## src/shared/ioc_defs.vh

```
// Purpose: Register map, field positions, reset values and timing counts for the oscillator control block
// Assumes: 32-bit Avalon-MM word access, byte addresses
// Notes: Definitions only
`ifndef IOC_DEFS_VH
`define IOC_DEFS_VH

// Register byte offsets
`define IOC_OFS_SLOW_CTRL 6'h18
`define IOC_OFS_ULP_CTRL 6'h1c
`define IOC_OFS_MID_CTRL 6'h20
`define IOC_OFS_STATUS 6'h24
`define IOC_OFS_IRQ_MASK 6'h28
`define IOC_OFS_WPROT 6'h2c

// Slow internal oscillator control fields
`define IOC_SLOW_EN_BIT 1
`define IOC_SLOW_OUT_BIT 2
`define IOC_SLOW_STBY_BIT 6
`define IOC_SLOW_ODM_BIT 7
`define IOC_SLOW_SU_LO 8
`define IOC_SLOW_LOCK_BIT 12
`define IOC_SLOW_CAL_LO 16
`define IOC_SLOW_RESET 32'h003f0080

// Ultra-low-power oscillator control fields
`define IOC_ULP_LOCK_BIT 7
`define IOC_ULP_CAL_LO 0

// Mid-frequency oscillator control fields
`define IOC_MID_EN_BIT 1
`define IOC_MID_STBY_BIT 6
`define IOC_MID_ODM_BIT 7
`define IOC_MID_DIV_LO 8
`define IOC_MID_CAL_LO 16
`define IOC_MID_BAND_LO 30
`define IOC_MID_RESET_LOW 16'h0382

// Status bits
`define IOC_ST_SLOW_RDY 0
`define IOC_ST_MID_RDY 1

// Write-protect unlock key
`define IOC_WPROT_KEY 32'h0000a5c3

// Extra slow-osc cycles after the start-up count
`define IOC_SYNC_CYCLES 2

`endif

```

## src/core/ioc_osc_ctrl.v

```verilog
// Purpose: Control of the slow, ultra-low-power and mid-frequency internal oscillators
// Assumes: Oscillator clocks arrive as pins and are sampled on clock; Avalon-MM slave
// Notes: Oscillator enables are levels to the analog cells; all outputs are registered
//
// Operation
// - Start-up code 0..7 selects counter length 3,4,6,10,18,34,66,130 cycles.
// - Start-up counter counts ultra-low-power oscillator cycles, not the started oscillator.
// - Synchronisation delay follows the count before the slow ready flag rises.
// - Total start-up equals counter length plus two slow oscillator cycles.
// - On-demand set: oscillator runs only while a peripheral requests it.
// - On-demand clear: enabled oscillator runs continuously regardless of requests.
// - In standby, gating stays only with run-in-standby set; else oscillator off.
// - Run-in-standby set: keeps running in standby, gated by on-demand as usual.
// - Slow oscillator output enable at bit 2 drives the 32 kHz output.
// - Slow oscillator enable at bit 1 turns the oscillator on.
// - Write-lock bit 7 freezes the ultra-low-power control register.
// - Ultra-low-power trim at bits 4:0 loads from flash calibration at start-up.
// - Mid-frequency band at bits 31:30 loads from flash; four frequency bands.
// - Mid-frequency trim at bits 27:16 loads from flash; upper six bits temperature.
// - Lower six trim bits are the overall process trim.
// - Mid control resets enabled, on-demand, no standby, divider 3; write-protected.
// - Divider codes 0..3 divide the mid-frequency output by 1,2,4,8.
//
// Added by the designer: the Avalon-MM register port.
`timescale 1ns/1ps
`include "ioc_defs.vh"

module ioc_osc_ctrl #(
  parameter ULP_CAL_W = 5,
  parameter MID_CAL_W = 12,
  parameter SLOW_CAL_W = 7
) (
  input wire clock,
  input wire reset_n,
  input wire [5:0] address,
  input wire read,
  input wire write,
  input wire [31:0] writedata,
  input wire [3:0] byteenable,
  output reg [31:0] readdata,
  output reg waitrequest,
  output reg irq,
  input wire standby,
  input wire slow_request,
  input wire mid_request,
  input wire ulp_osc_clk,
  input wire slow_osc_clk,
  input wire mid_osc_clk,
  input wire [ULP_CAL_W-1:0] flash_ulp_trim,
  input wire [MID_CAL_W-1:0] flash_mid_trim,
  input wire [1:0] flash_mid_band,
  input wire [SLOW_CAL_W-1:0] flash_slow_trim,
  output reg slow_osc_run,
  output reg slow_clock_out,
  output reg [SLOW_CAL_W-1:0] slow_trim,
  output reg ulp_osc_run,
  output reg [ULP_CAL_W-1:0] ulp_trim,
  output reg mid_osc_run,
  output reg [1:0] mid_band,
  output reg [MID_CAL_W-1:0] mid_trim,
  output reg mid_clock_out
);

  localparam ST_IDLE = 2'h0;
  localparam ST_COUNT = 2'h1;
  localparam ST_SYNC = 2'h2;
  localparam ST_READY = 2'h3;

  // Reset release through two flops
  reg rst_s1_r;
  reg rst_n_r;
  always @(posedge clock or negedge reset_n) begin
    if (!reset_n) begin
      rst_s1_r <= 1'b0;
      rst_n_r <= 1'b0;
    end else begin
      rst_s1_r <= 1'b1;
      rst_n_r <= rst_s1_r;
    end
  end

  // Two-flop synchronisers for all pin inputs
  reg [6:0] pin_s1_r;
  reg [6:0] pin_s2_r;
  always @(posedge clock or negedge rst_n_r) begin
    if (!rst_n_r) begin
      pin_s1_r <= 7'h00;
      pin_s2_r <= 7'h00;
    end else begin
      pin_s1_r <= {standby, slow_request, mid_request, ulp_osc_clk, slow_osc_clk, mid_osc_clk, 1'b0};
      pin_s2_r <= pin_s1_r;
    end
  end
  wire stby_s = pin_s2_r[6];
  wire slow_req_s = pin_s2_r[5];
  wire mid_req_s = pin_s2_r[4];

  // Edge detectors read only second-stage copies
  reg [2:0] clk_d_r;
  always @(posedge clock or negedge rst_n_r) begin
    if (!rst_n_r) begin
      clk_d_r <= 3'h0;
    end else begin
      clk_d_r <= pin_s2_r[3:1];
    end
  end
  wire ulp_tick = pin_s2_r[3] & ~clk_d_r[2];
  wire slow_tick = pin_s2_r[2] & ~clk_d_r[1];
  wire mid_tick = pin_s2_r[1] & ~clk_d_r[0];

  // Control registers
  reg [31:0] slow_ctrl_r;
  reg [7:0] ulp_ctrl_r;
  reg [31:0] mid_ctrl_r;
  reg [1:0] status_r;
  reg [1:0] mask_r;
  reg wp_open_r;
  reg cal_load_r;

  // Flash trim is caught by a clocked load after reset release, never by the reset itself
  // Writes land at the answer edge, where the master sees waitrequest low
  wire is_wr = write & ~waitrequest;
  wire wr_slow = is_wr & (address == `IOC_OFS_SLOW_CTRL) & wp_open_r & ~slow_ctrl_r[`IOC_SLOW_LOCK_BIT];
  wire wr_ulp = is_wr & (address == `IOC_OFS_ULP_CTRL) & wp_open_r & ~ulp_ctrl_r[`IOC_ULP_LOCK_BIT];
  wire wr_mid = is_wr & (address == `IOC_OFS_MID_CTRL) & wp_open_r;
  wire wr_stat = is_wr & (address == `IOC_OFS_STATUS);
  wire wr_mask = is_wr & (address == `IOC_OFS_IRQ_MASK);
  wire wr_wp = is_wr & (address == `IOC_OFS_WPROT);

  // Byte-lane merge
  function [31:0] ioc_merge;
    input [31:0] old;
    input [31:0] nw;
    input [3:0] be;
    integer i;
    begin
      ioc_merge = old;
      for (i = 0; i < 4; i = i + 1) begin
        if (be[i]) begin
          ioc_merge[i*8 +: 8] = nw[i*8 +: 8];
        end
      end
    end
  endfunction

  always @(posedge clock or negedge rst_n_r) begin
    if (!rst_n_r) begin
      slow_ctrl_r <= `IOC_SLOW_RESET;
      ulp_ctrl_r <= 8'h00;
      mid_ctrl_r <= {16'h0000, `IOC_MID_RESET_LOW};
      mask_r <= 2'h0;
      wp_open_r <= 1'b0;
      cal_load_r <= 1'b1;
    end else begin
      cal_load_r <= 1'b0;
      if (cal_load_r) begin
        ulp_ctrl_r[`IOC_ULP_CAL_LO +: ULP_CAL_W] <= flash_ulp_trim;
        mid_ctrl_r[`IOC_MID_BAND_LO +: 2] <= flash_mid_band;
        mid_ctrl_r[`IOC_MID_CAL_LO +: MID_CAL_W] <= flash_mid_trim;
        slow_ctrl_r[`IOC_SLOW_CAL_LO +: SLOW_CAL_W] <= flash_slow_trim;
      end else begin
        if (wr_slow) slow_ctrl_r <= ioc_merge(slow_ctrl_r, writedata, byteenable) & 32'h007f17c6;
        if (wr_ulp && byteenable[0]) ulp_ctrl_r <= writedata[7:0] & 8'h9f;
        if (wr_mid) mid_ctrl_r <= ioc_merge(mid_ctrl_r, writedata, byteenable) & 32'hcfff03c2;
      end
      if (wr_mask && byteenable[0]) mask_r <= writedata[1:0];
      if (wr_wp) wp_open_r <= (writedata == `IOC_WPROT_KEY);
    end
  end

  // Slow oscillator run request, shared gating for both gated oscillators
  wire slow_want = slow_ctrl_r[`IOC_SLOW_EN_BIT]
    & (~stby_s | slow_ctrl_r[`IOC_SLOW_STBY_BIT])
    & (~slow_ctrl_r[`IOC_SLOW_ODM_BIT] | slow_req_s);
  wire mid_want = mid_ctrl_r[`IOC_MID_EN_BIT]
    & (~stby_s | mid_ctrl_r[`IOC_MID_STBY_BIT])
    & (~mid_ctrl_r[`IOC_MID_ODM_BIT] | mid_req_s);

  // Start-up length lookup
  reg [7:0] su_len;
  always @* begin
    case (slow_ctrl_r[`IOC_SLOW_SU_LO +: 3])
      3'h0: su_len = 8'h03;
      3'h1: su_len = 8'h04;
      3'h2: su_len = 8'h06;
      3'h3: su_len = 8'h0a;
      3'h4: su_len = 8'h12;
      3'h5: su_len = 8'h22;
      3'h6: su_len = 8'h42;
      default: su_len = 8'h82;
    endcase
  end

  // Slow start-up sequencer; count then sync, restarted whenever the oscillator stops
  reg [1:0] su_state_r;
  reg [7:0] su_cnt_r;
  reg [1:0] sync_cnt_r;
  reg slow_rdy_set;
  always @(posedge clock or negedge rst_n_r) begin
    if (!rst_n_r) begin
      su_state_r <= ST_IDLE;
      su_cnt_r <= 8'h00;
      sync_cnt_r <= 2'h0;
    end else if (!slow_want) begin
      su_state_r <= ST_IDLE;
    end else begin
      case (su_state_r)
        ST_IDLE: begin
          su_state_r <= ST_COUNT;
          su_cnt_r <= su_len;
        end
        ST_COUNT: begin
          if (ulp_tick) begin
            if (su_cnt_r == 8'h01) begin
              su_state_r <= ST_SYNC;
              sync_cnt_r <= 2'h0;
            end else begin
              su_cnt_r <= su_cnt_r - 8'h01;
            end
          end
        end
        ST_SYNC: begin
          if (slow_tick) begin
            if (sync_cnt_r == `IOC_SYNC_CYCLES - 1) su_state_r <= ST_READY;
            sync_cnt_r <= sync_cnt_r + 2'h1;
          end
        end
        ST_READY: su_state_r <= ST_READY;
        default: su_state_r <= ST_IDLE;
      endcase
    end
  end
  always @* begin
    slow_rdy_set = slow_want & (su_state_r == ST_SYNC) & slow_tick & (sync_cnt_r == `IOC_SYNC_CYCLES - 1);
  end

  // Mid oscillator ready after its first edge while running
  reg mid_seen_r;
  always @(posedge clock or negedge rst_n_r) begin
    if (!rst_n_r) begin
      mid_seen_r <= 1'b0;
    end else begin
      mid_seen_r <= mid_want & (mid_seen_r | mid_tick);
    end
  end
  wire mid_rdy_set = mid_want & ~mid_seen_r & mid_tick;

  // Sticky status, write one to clear; a new event wins over the clear
  always @(posedge clock or negedge rst_n_r) begin
    if (!rst_n_r) begin
      status_r <= 2'h0;
    end else begin
      status_r[`IOC_ST_SLOW_RDY] <= slow_rdy_set |
        (status_r[`IOC_ST_SLOW_RDY] & ~(wr_stat & byteenable[0] & writedata[`IOC_ST_SLOW_RDY]));
      status_r[`IOC_ST_MID_RDY] <= mid_rdy_set |
        (status_r[`IOC_ST_MID_RDY] & ~(wr_stat & byteenable[0] & writedata[`IOC_ST_MID_RDY]));
    end
  end

  // Mid output divider: toggles every 2^(code-1) mid edges
  reg [2:0] div_cnt_r;
  wire [1:0] div_code = mid_ctrl_r[`IOC_MID_DIV_LO +: 2];
  wire [2:0] div_mask = (3'h1 << div_code) - 3'h1;
  always @(posedge clock or negedge rst_n_r) begin
    if (!rst_n_r) begin
      div_cnt_r <= 3'h0;
      mid_clock_out <= 1'b0;
    end else if (!mid_want) begin
      div_cnt_r <= 3'h0;
      mid_clock_out <= 1'b0;
    end else if (div_code == 2'h0) begin
      mid_clock_out <= pin_s2_r[1];
    end else if (mid_tick) begin
      div_cnt_r <= (div_cnt_r + 3'h1) & (div_mask >> 1);
      if ((div_cnt_r & (div_mask >> 1)) == (div_mask >> 1)) mid_clock_out <= ~mid_clock_out;
    end
  end

  // Registered oscillator-facing outputs
  always @(posedge clock or negedge rst_n_r) begin
    if (!rst_n_r) begin
      slow_osc_run <= 1'b0;
      slow_clock_out <= 1'b0;
      slow_trim <= {SLOW_CAL_W{1'b0}};
      ulp_osc_run <= 1'b0;
      ulp_trim <= {ULP_CAL_W{1'b0}};
      mid_osc_run <= 1'b0;
      mid_band <= 2'h0;
      mid_trim <= {MID_CAL_W{1'b0}};
      irq <= 1'b0;
    end else begin
      slow_osc_run <= slow_want;
      slow_clock_out <= slow_ctrl_r[`IOC_SLOW_OUT_BIT] & (su_state_r == ST_READY) & pin_s2_r[2];
      slow_trim <= slow_ctrl_r[`IOC_SLOW_CAL_LO +: SLOW_CAL_W];
      ulp_osc_run <= 1'b1;
      ulp_trim <= ulp_ctrl_r[`IOC_ULP_CAL_LO +: ULP_CAL_W];
      mid_osc_run <= mid_want;
      mid_band <= mid_ctrl_r[`IOC_MID_BAND_LO +: 2];
      mid_trim <= mid_ctrl_r[`IOC_MID_CAL_LO +: MID_CAL_W];
      irq <= |(status_r & mask_r);
    end
  end

  // Avalon slave: one wait cycle, answer at second edge; unmapped reads give zero
  always @(posedge clock or negedge rst_n_r) begin
    if (!rst_n_r) begin
      waitrequest <= 1'b1;
      readdata <= 32'h00000000;
    end else begin
      waitrequest <= ~((read | write) & waitrequest);
      if (read && waitrequest) begin
        case (address)
          `IOC_OFS_SLOW_CTRL: readdata <= slow_ctrl_r;
          `IOC_OFS_ULP_CTRL: readdata <= {24'h000000, ulp_ctrl_r};
          `IOC_OFS_MID_CTRL: readdata <= mid_ctrl_r;
          `IOC_OFS_STATUS: readdata <= {30'h00000000, status_r};
          `IOC_OFS_IRQ_MASK: readdata <= {30'h00000000, mask_r};
          `IOC_OFS_WPROT: readdata <= {31'h00000000, wp_open_r};
          default: readdata <= 32'h00000000;
        endcase
      end
    end
  end

endmodule // ioc_osc_ctrl

```

## config.mk

```make
export PLATFORM = sky130hd
export DESIGN_NAME = ioc_osc_ctrl
export DESIGN_NICKNAME = d
export VERILOG_FILES = /design/src/core/ioc_osc_ctrl.v
export VERILOG_INCLUDE_DIRS = /design/src /design/src/shared
export SDC_FILE = /design/constraint.sdc
export NUM_CORES = 1
export LEC_CHECK = 0
export ABC_AREA = 0
export BUFFER_PORTS_ARGS = -buffer_cell sky130_fd_sc_hd__buf_2
export CAP_MARGIN = 10
export CORE_ASPECT_RATIO = 0.75
export CORE_MARGIN = 5
export CORE_UTILIZATION = 44
export DETAILED_ROUTE_END_ITERATION = 6
export GPL_TIMING_DRIVEN = 0
export PLACE_DENSITY_LB_ADDON = 0.08
export SETUP_SLACK_MARGIN = 0.1
export SKIP_CTS_REPAIR_TIMING = 1
export SYNTH_ARGS = -nofsm -noshare
export SYNTH_HDL_FRONTEND = slang
export SYNTH_SLANG_ARGS = --single-unit
```

## constraint.sdc

```tcl
create_clock -name clock -period 10.15 [get_ports clock]
set_input_delay 1.5225 -clock clock [delete_from_list [all_inputs] [get_ports clock]]
set_output_delay 1.5225 -clock clock [all_outputs]
set_load 0.02 [all_outputs]
```

* Yosys cells after proc, flatten, opt, wreduce, memory -nomap -nowiden
Index checks and enable logic that the tools add are counted.
** Cells by class
- Magnitude comparators :: 0
- $mul :: 0
- Equality and inequality tests :: 31
- Div/mod/pow operators :: 0
- Muxes and demuxes :: 36
- Reduce and logical (&&, ||, !) cells :: 27
- Shift-type cells :: 1
- Bitwise operators :: 59
- Add/subtract/negate cells :: 4
** Operator list (number)
- $pmux 32 s6 :: 1
- $pmux 8 s7 :: 1
- $mux 8 :: 6
- $and 1x1->1 :: 33
- $eq 32x16->1 const B :: 1
- $mux 32 :: 1
- $eq 6x6->1 const B :: 4
- $mux 23 :: 1
- $mux 2 :: 10
- $pmux 8 s2 :: 1
- $mux 5 :: 3
- $not 1->1 :: 15
- $mux 7 :: 2
- $reduce_bool 2->1 :: 7
- $eq 6x5->1 const B :: 2
- $mux 12 :: 1
- $ne 2x2->1 const B :: 6
- $reduce_and 2->1 :: 6
- $reduce_and 3->1 :: 4
- $eq 3x3->1 const B :: 3
- $mux 3 :: 3
- $ne 3x3->1 const B :: 3
- $eq 8x1->1 const B :: 1
- $or 1x1->1 :: 8
- 23 further kinds :: 35
** Word-level totals
- Memories :: 0
- Bits in registers :: 144
- RAM bits :: 0
- Memory bits (read-only) :: 0
- Bits in latches :: 0
- Input bits :: 78
- Output and inout port bits :: 65
- Word-level logic and storage cells :: 193

* Logic depth before layout (Yosys ltp)
- Word-level depth :: 8
- Mapped depth :: 6
- Gate-level depth less buffers :: 6

* Worst setup path after synthesis
OpenSTA, ideal clock, no wires.
- Kind :: input-to-reg
- Start :: in address[1]
- End :: reg ulp_ctrl_r[0]
- Stages on the path :: 5
- Path slack :: 7.025 ns
- Setup time :: 0.125 ns
- Data required time :: 10.025 ns
- Data arrival time :: 3.000 ns
- Path through :: or3b_1 > buf_2 > nor4_4 > mux2_1 > mux2_2
** Between the ends
- Longest elaborated chain between the ends :: 6
** Ends and longest elaborated chain
- start, declared :: RTL line ioc_osc_ctrl.v:35 : input wire [5:0] address,
- $eq 6x5->1
- $and 1x1->1 (3 in a row) :: RTL line ioc_osc_ctrl.v:124 : wire wr_ulp = is_wr & (address == `IOC_OFS_ULP_CTRL) & wp_open_r & ~ulp_ctrl_r[`IOC_ULP_LOCK_BIT];
- $logic_and 1x1->1 :: RTL line ioc_osc_ctrl.v:163 : if (wr_ulp && byteenable[0]) ulp_ctrl_r <= writedata[7:0] & 8'h9f;
- $reduce_bool 2->1 (no line)
- end signal, assigned by index :: RTL line ioc_osc_ctrl.v:157 : ulp_ctrl_r[`IOC_ULP_CAL_LO +: ULP_CAL_W] <= flash_ulp_trim;
- end signal, assigned :: RTL line ioc_osc_ctrl.v:163
- end, declared :: RTL line ioc_osc_ctrl.v:113 : reg [7:0] ulp_ctrl_r;
Every way passes these cells.
A chain may end at the register's enable or synchronous reset.

* Worst setup path after layout
- Start :: in address[1]
- End :: reg ulp_ctrl_r[2]
Same word-level chain as after synthesis.

==> run metrics <==
status=completed; Place WS=6.740 ns; Startpoint Class=primary input; core footprint=0.01297 sq mm; largest net degree at the start of global routing=74; simple-gate portion of the synthesized area=16.70%; Post-synth EDFFs=0; syn avg cell area=11.67 sq um; design area=0.007390 sq mm; GPL Wtd Cong=0.8959; final wirelength=15810 microns; number of global-route vias before repair=4559; placement row count=36; final non-filler cell total=846; largest cells by area after synthesis=dfrtp_1, mux2_2, dfstp_2; R2R setup slack=7.95 ns; Hold Path Depth=0; placed instance count=813; htree depth=4; sequential-to-total area share from yosys stat=58.74%; GR Layer Usage met3=7.913%; Highest Clock Rate=0.3354 GHz; ys flop type=dfrtp_1; final setup margin=7.168 ns; adder-cell share of the synthesized area=0.6447%; fraction of synthesized area in multiplexers=12.34%; share of the synthesized area in the top cell type=52.87%; first-pass GRT wire length=25100 microns; crit path to=ulp_ctrl_r[2]; HP Class=flip-flop to flip-flop; period utilization=29.38%; Tmin final=2.982 ns; I/O Pins=143; worst clock skew=0.01115 ns; Worst Setup SP=address[1]; Post-Syn Area=0.005822 sq mm; initial antenna violation count=2; Clock Sinks=136; die height=109.6 microns; M1 GR Usage=28.80%; Peak VDD IR=0.1139 mV; gr usage total=21.23%; vias=4504; Starting Density=44.88%; Final setup viols=0; final antenna-violating net count=0; CP endpoint kind=flip-flop; largest family of logic cells by synthesized area=simple AND/OR/NAND/NOR gates; FF-to-FF End=mid_ctrl_r[22]; Max-slew headroom=45.28%; Clock Latency Late Sink=0.42 ns; unrepaired setup endpoints after global routing=false; layout cells sized above 1=36.20%; final hold violation count=0; CTS tree=yes; placed inst area=0.006768 sq mm; CP Max Fanout=7; total grt overflow=0; HPWL Detailed=11420 microns; Via density=5.324; Post-Synth XOR/XNOR Area=0.1504%; clock buffer depth=2; Worst-Margin Slew=0.8208 ns; GR peak layer=met2; Buffers on Ports=134; Gate Count Post-Synth=499; Inserted Clock Buffers=17; Synth Warn #=0; final core occ=56.96%; Initial DRC Count=189; FF-to-FF Start=cal_load_r; Final TNS setup=0 ns; cell leakage power=3.562 nW; P per Cell Area=181.2 mW/mm^2; PnR Total Power=1.339 mW; Worst EP arrival=3.28 ns; Synth Register Bits=136; crit path kind=primary input to flip-flop; DRC Markers=0; leading area contributor after synthesis=dfrtp_1; TritonRoute pass-1 iters=5; Critical Path RT=10.45 ns; routed len/inst=18.68 microns; met2 Usage GRT=31.90%; Synth Area in Compound Gates=7.780%; clock-pin slew on the worst setup and hold paths=0.06 ns; Max-cap violations=0; R2R cell count=3; Synth cell types=57; Die Footprint=0.01566 sq mm; Die Span X=142.8 microns; root buffer cell=clkbuf_16; Layout area overhead=26.93%; Hold WS=0.3458 ns; ys async rst share=100.0%; NumNets Final=742; Final Slew Violations=0
## final cells by class
cell class / count / area [sq um]
fill: 1164 / 5583
buffer: 29 / 141.4
multi-input combinational: 325 / 2227
sequential: 136 / 3423
clock buffer: 18 / 429.2
clock inverter: 14 / 190.2
inverter: 17 / 63.81
timing repair buffer: 135 / 698.2
antenna: 1 / 2.502
tap: 171 / 214.0
## report_power, final
| part | switching, mW | internal, mW |
|---|---|---|
| clock | 0.248 | 0.394 |
| combinational | 0.0618 | 0.0433 |
| sequential | 0.0197 | 0.572 |
| total | 0.330 | 1.01 |
## routing by layer
layer  vias up  wire length (microns)  part of all wire [%]
li1       2118                      -                     -
met4         2                    225                   1.4
met1      2229                   7146                    45
met2       132                   7086                    45
met5         -                      7                 0.044
met3        23                   1340                   8.5
## Yosys cell counts, types with 5 or more instances
| cell type | number |
|---|---|
| nand2b_1 | 9 |
| nor2b_1 | 7 |
| nand3_1 | 40 |
| mux2i_1 | 11 |
| inv_1 | 16 |
| mux2_1 | 5 |
| a21oi_1 | 13 |
| a22o_1 | 9 |
| nor4_1 | 9 |
| clkbuf_1 | 16 |
| buf_4 | 7 |
| buf_2 | 5 |
| nor2_1 | 18 |
| dfstp_2 | 13 |
| nor3_1 | 8 |
| o21ai_0 | 13 |
| nand4_1 | 6 |
| mux2_2 | 49 |
| nand2_1 | 51 |
| dfrtp_1 | 123 |
## cell families after synthesis
kind of cell | Yosys count
other | 2
AOI/OAI and AO/OA | 65
and+or+nand+nor | 181
DFF | 136
muxes | 65
adders and majority gates | 3
xor gates and xnor gates | 1
buffers and inverters | 46
## how the worst min path moves through the flow
stage / from / endpoint / slack [ns]
CTS: pin_s1_r[6] / pin_s2_r[6] / 0.35
finish: pin_s1_r[6] / pin_s2_r[6] / 0.35
floorplan: pin_s1_r[1] / pin_s2_r[1] / 0.33
detailed placement: pin_s1_r[3] / pin_s2_r[3] / 0.34
global placement: pin_s1_r[2] / pin_s2_r[2] / 0.34
global route: pin_s1_r[6] / pin_s2_r[6] / 0.35
## worst max-delay path: stages
cell and delay (ns):
buf_2 0.13, or3b_1 0.36, buf_2 0.18, nor4_4 0.46
mux2_1 0.37, mux2_2 0.25
## flip-flops by register name, indices dropped and copies added, names as in the netlist, 2 cells and up
signal,flops
clk_d_r,3
div_cnt_r,2
mask_r,2
mid_band,2
mid_ctrl_r,19
mid_trim,12
pin_s1_r,6
pin_s2_r,6
readdata,25
slow_ctrl_r,15
slow_trim,7
status_r,2
su_cnt_r,8
su_state_r,2
sync_cnt_r,2
ulp_ctrl_r,6
ulp_trim,5
## cell usage in the layout (no fill, tap or decap), types with 16 or more instances in the layout
| master | instances |
|---|---|
| buf_2 | 139 |
| dfrtp_1 | 122 |
| nand2_1 | 51 |
| mux2_2 | 49 |
| nand3_1 | 40 |
| nor2_1 | 18 |
| clkbuf_1 | 17 |
| clkbuf_16 | 17 |
| inv_1 | 16 |
(Power assumes the default switching activity.)
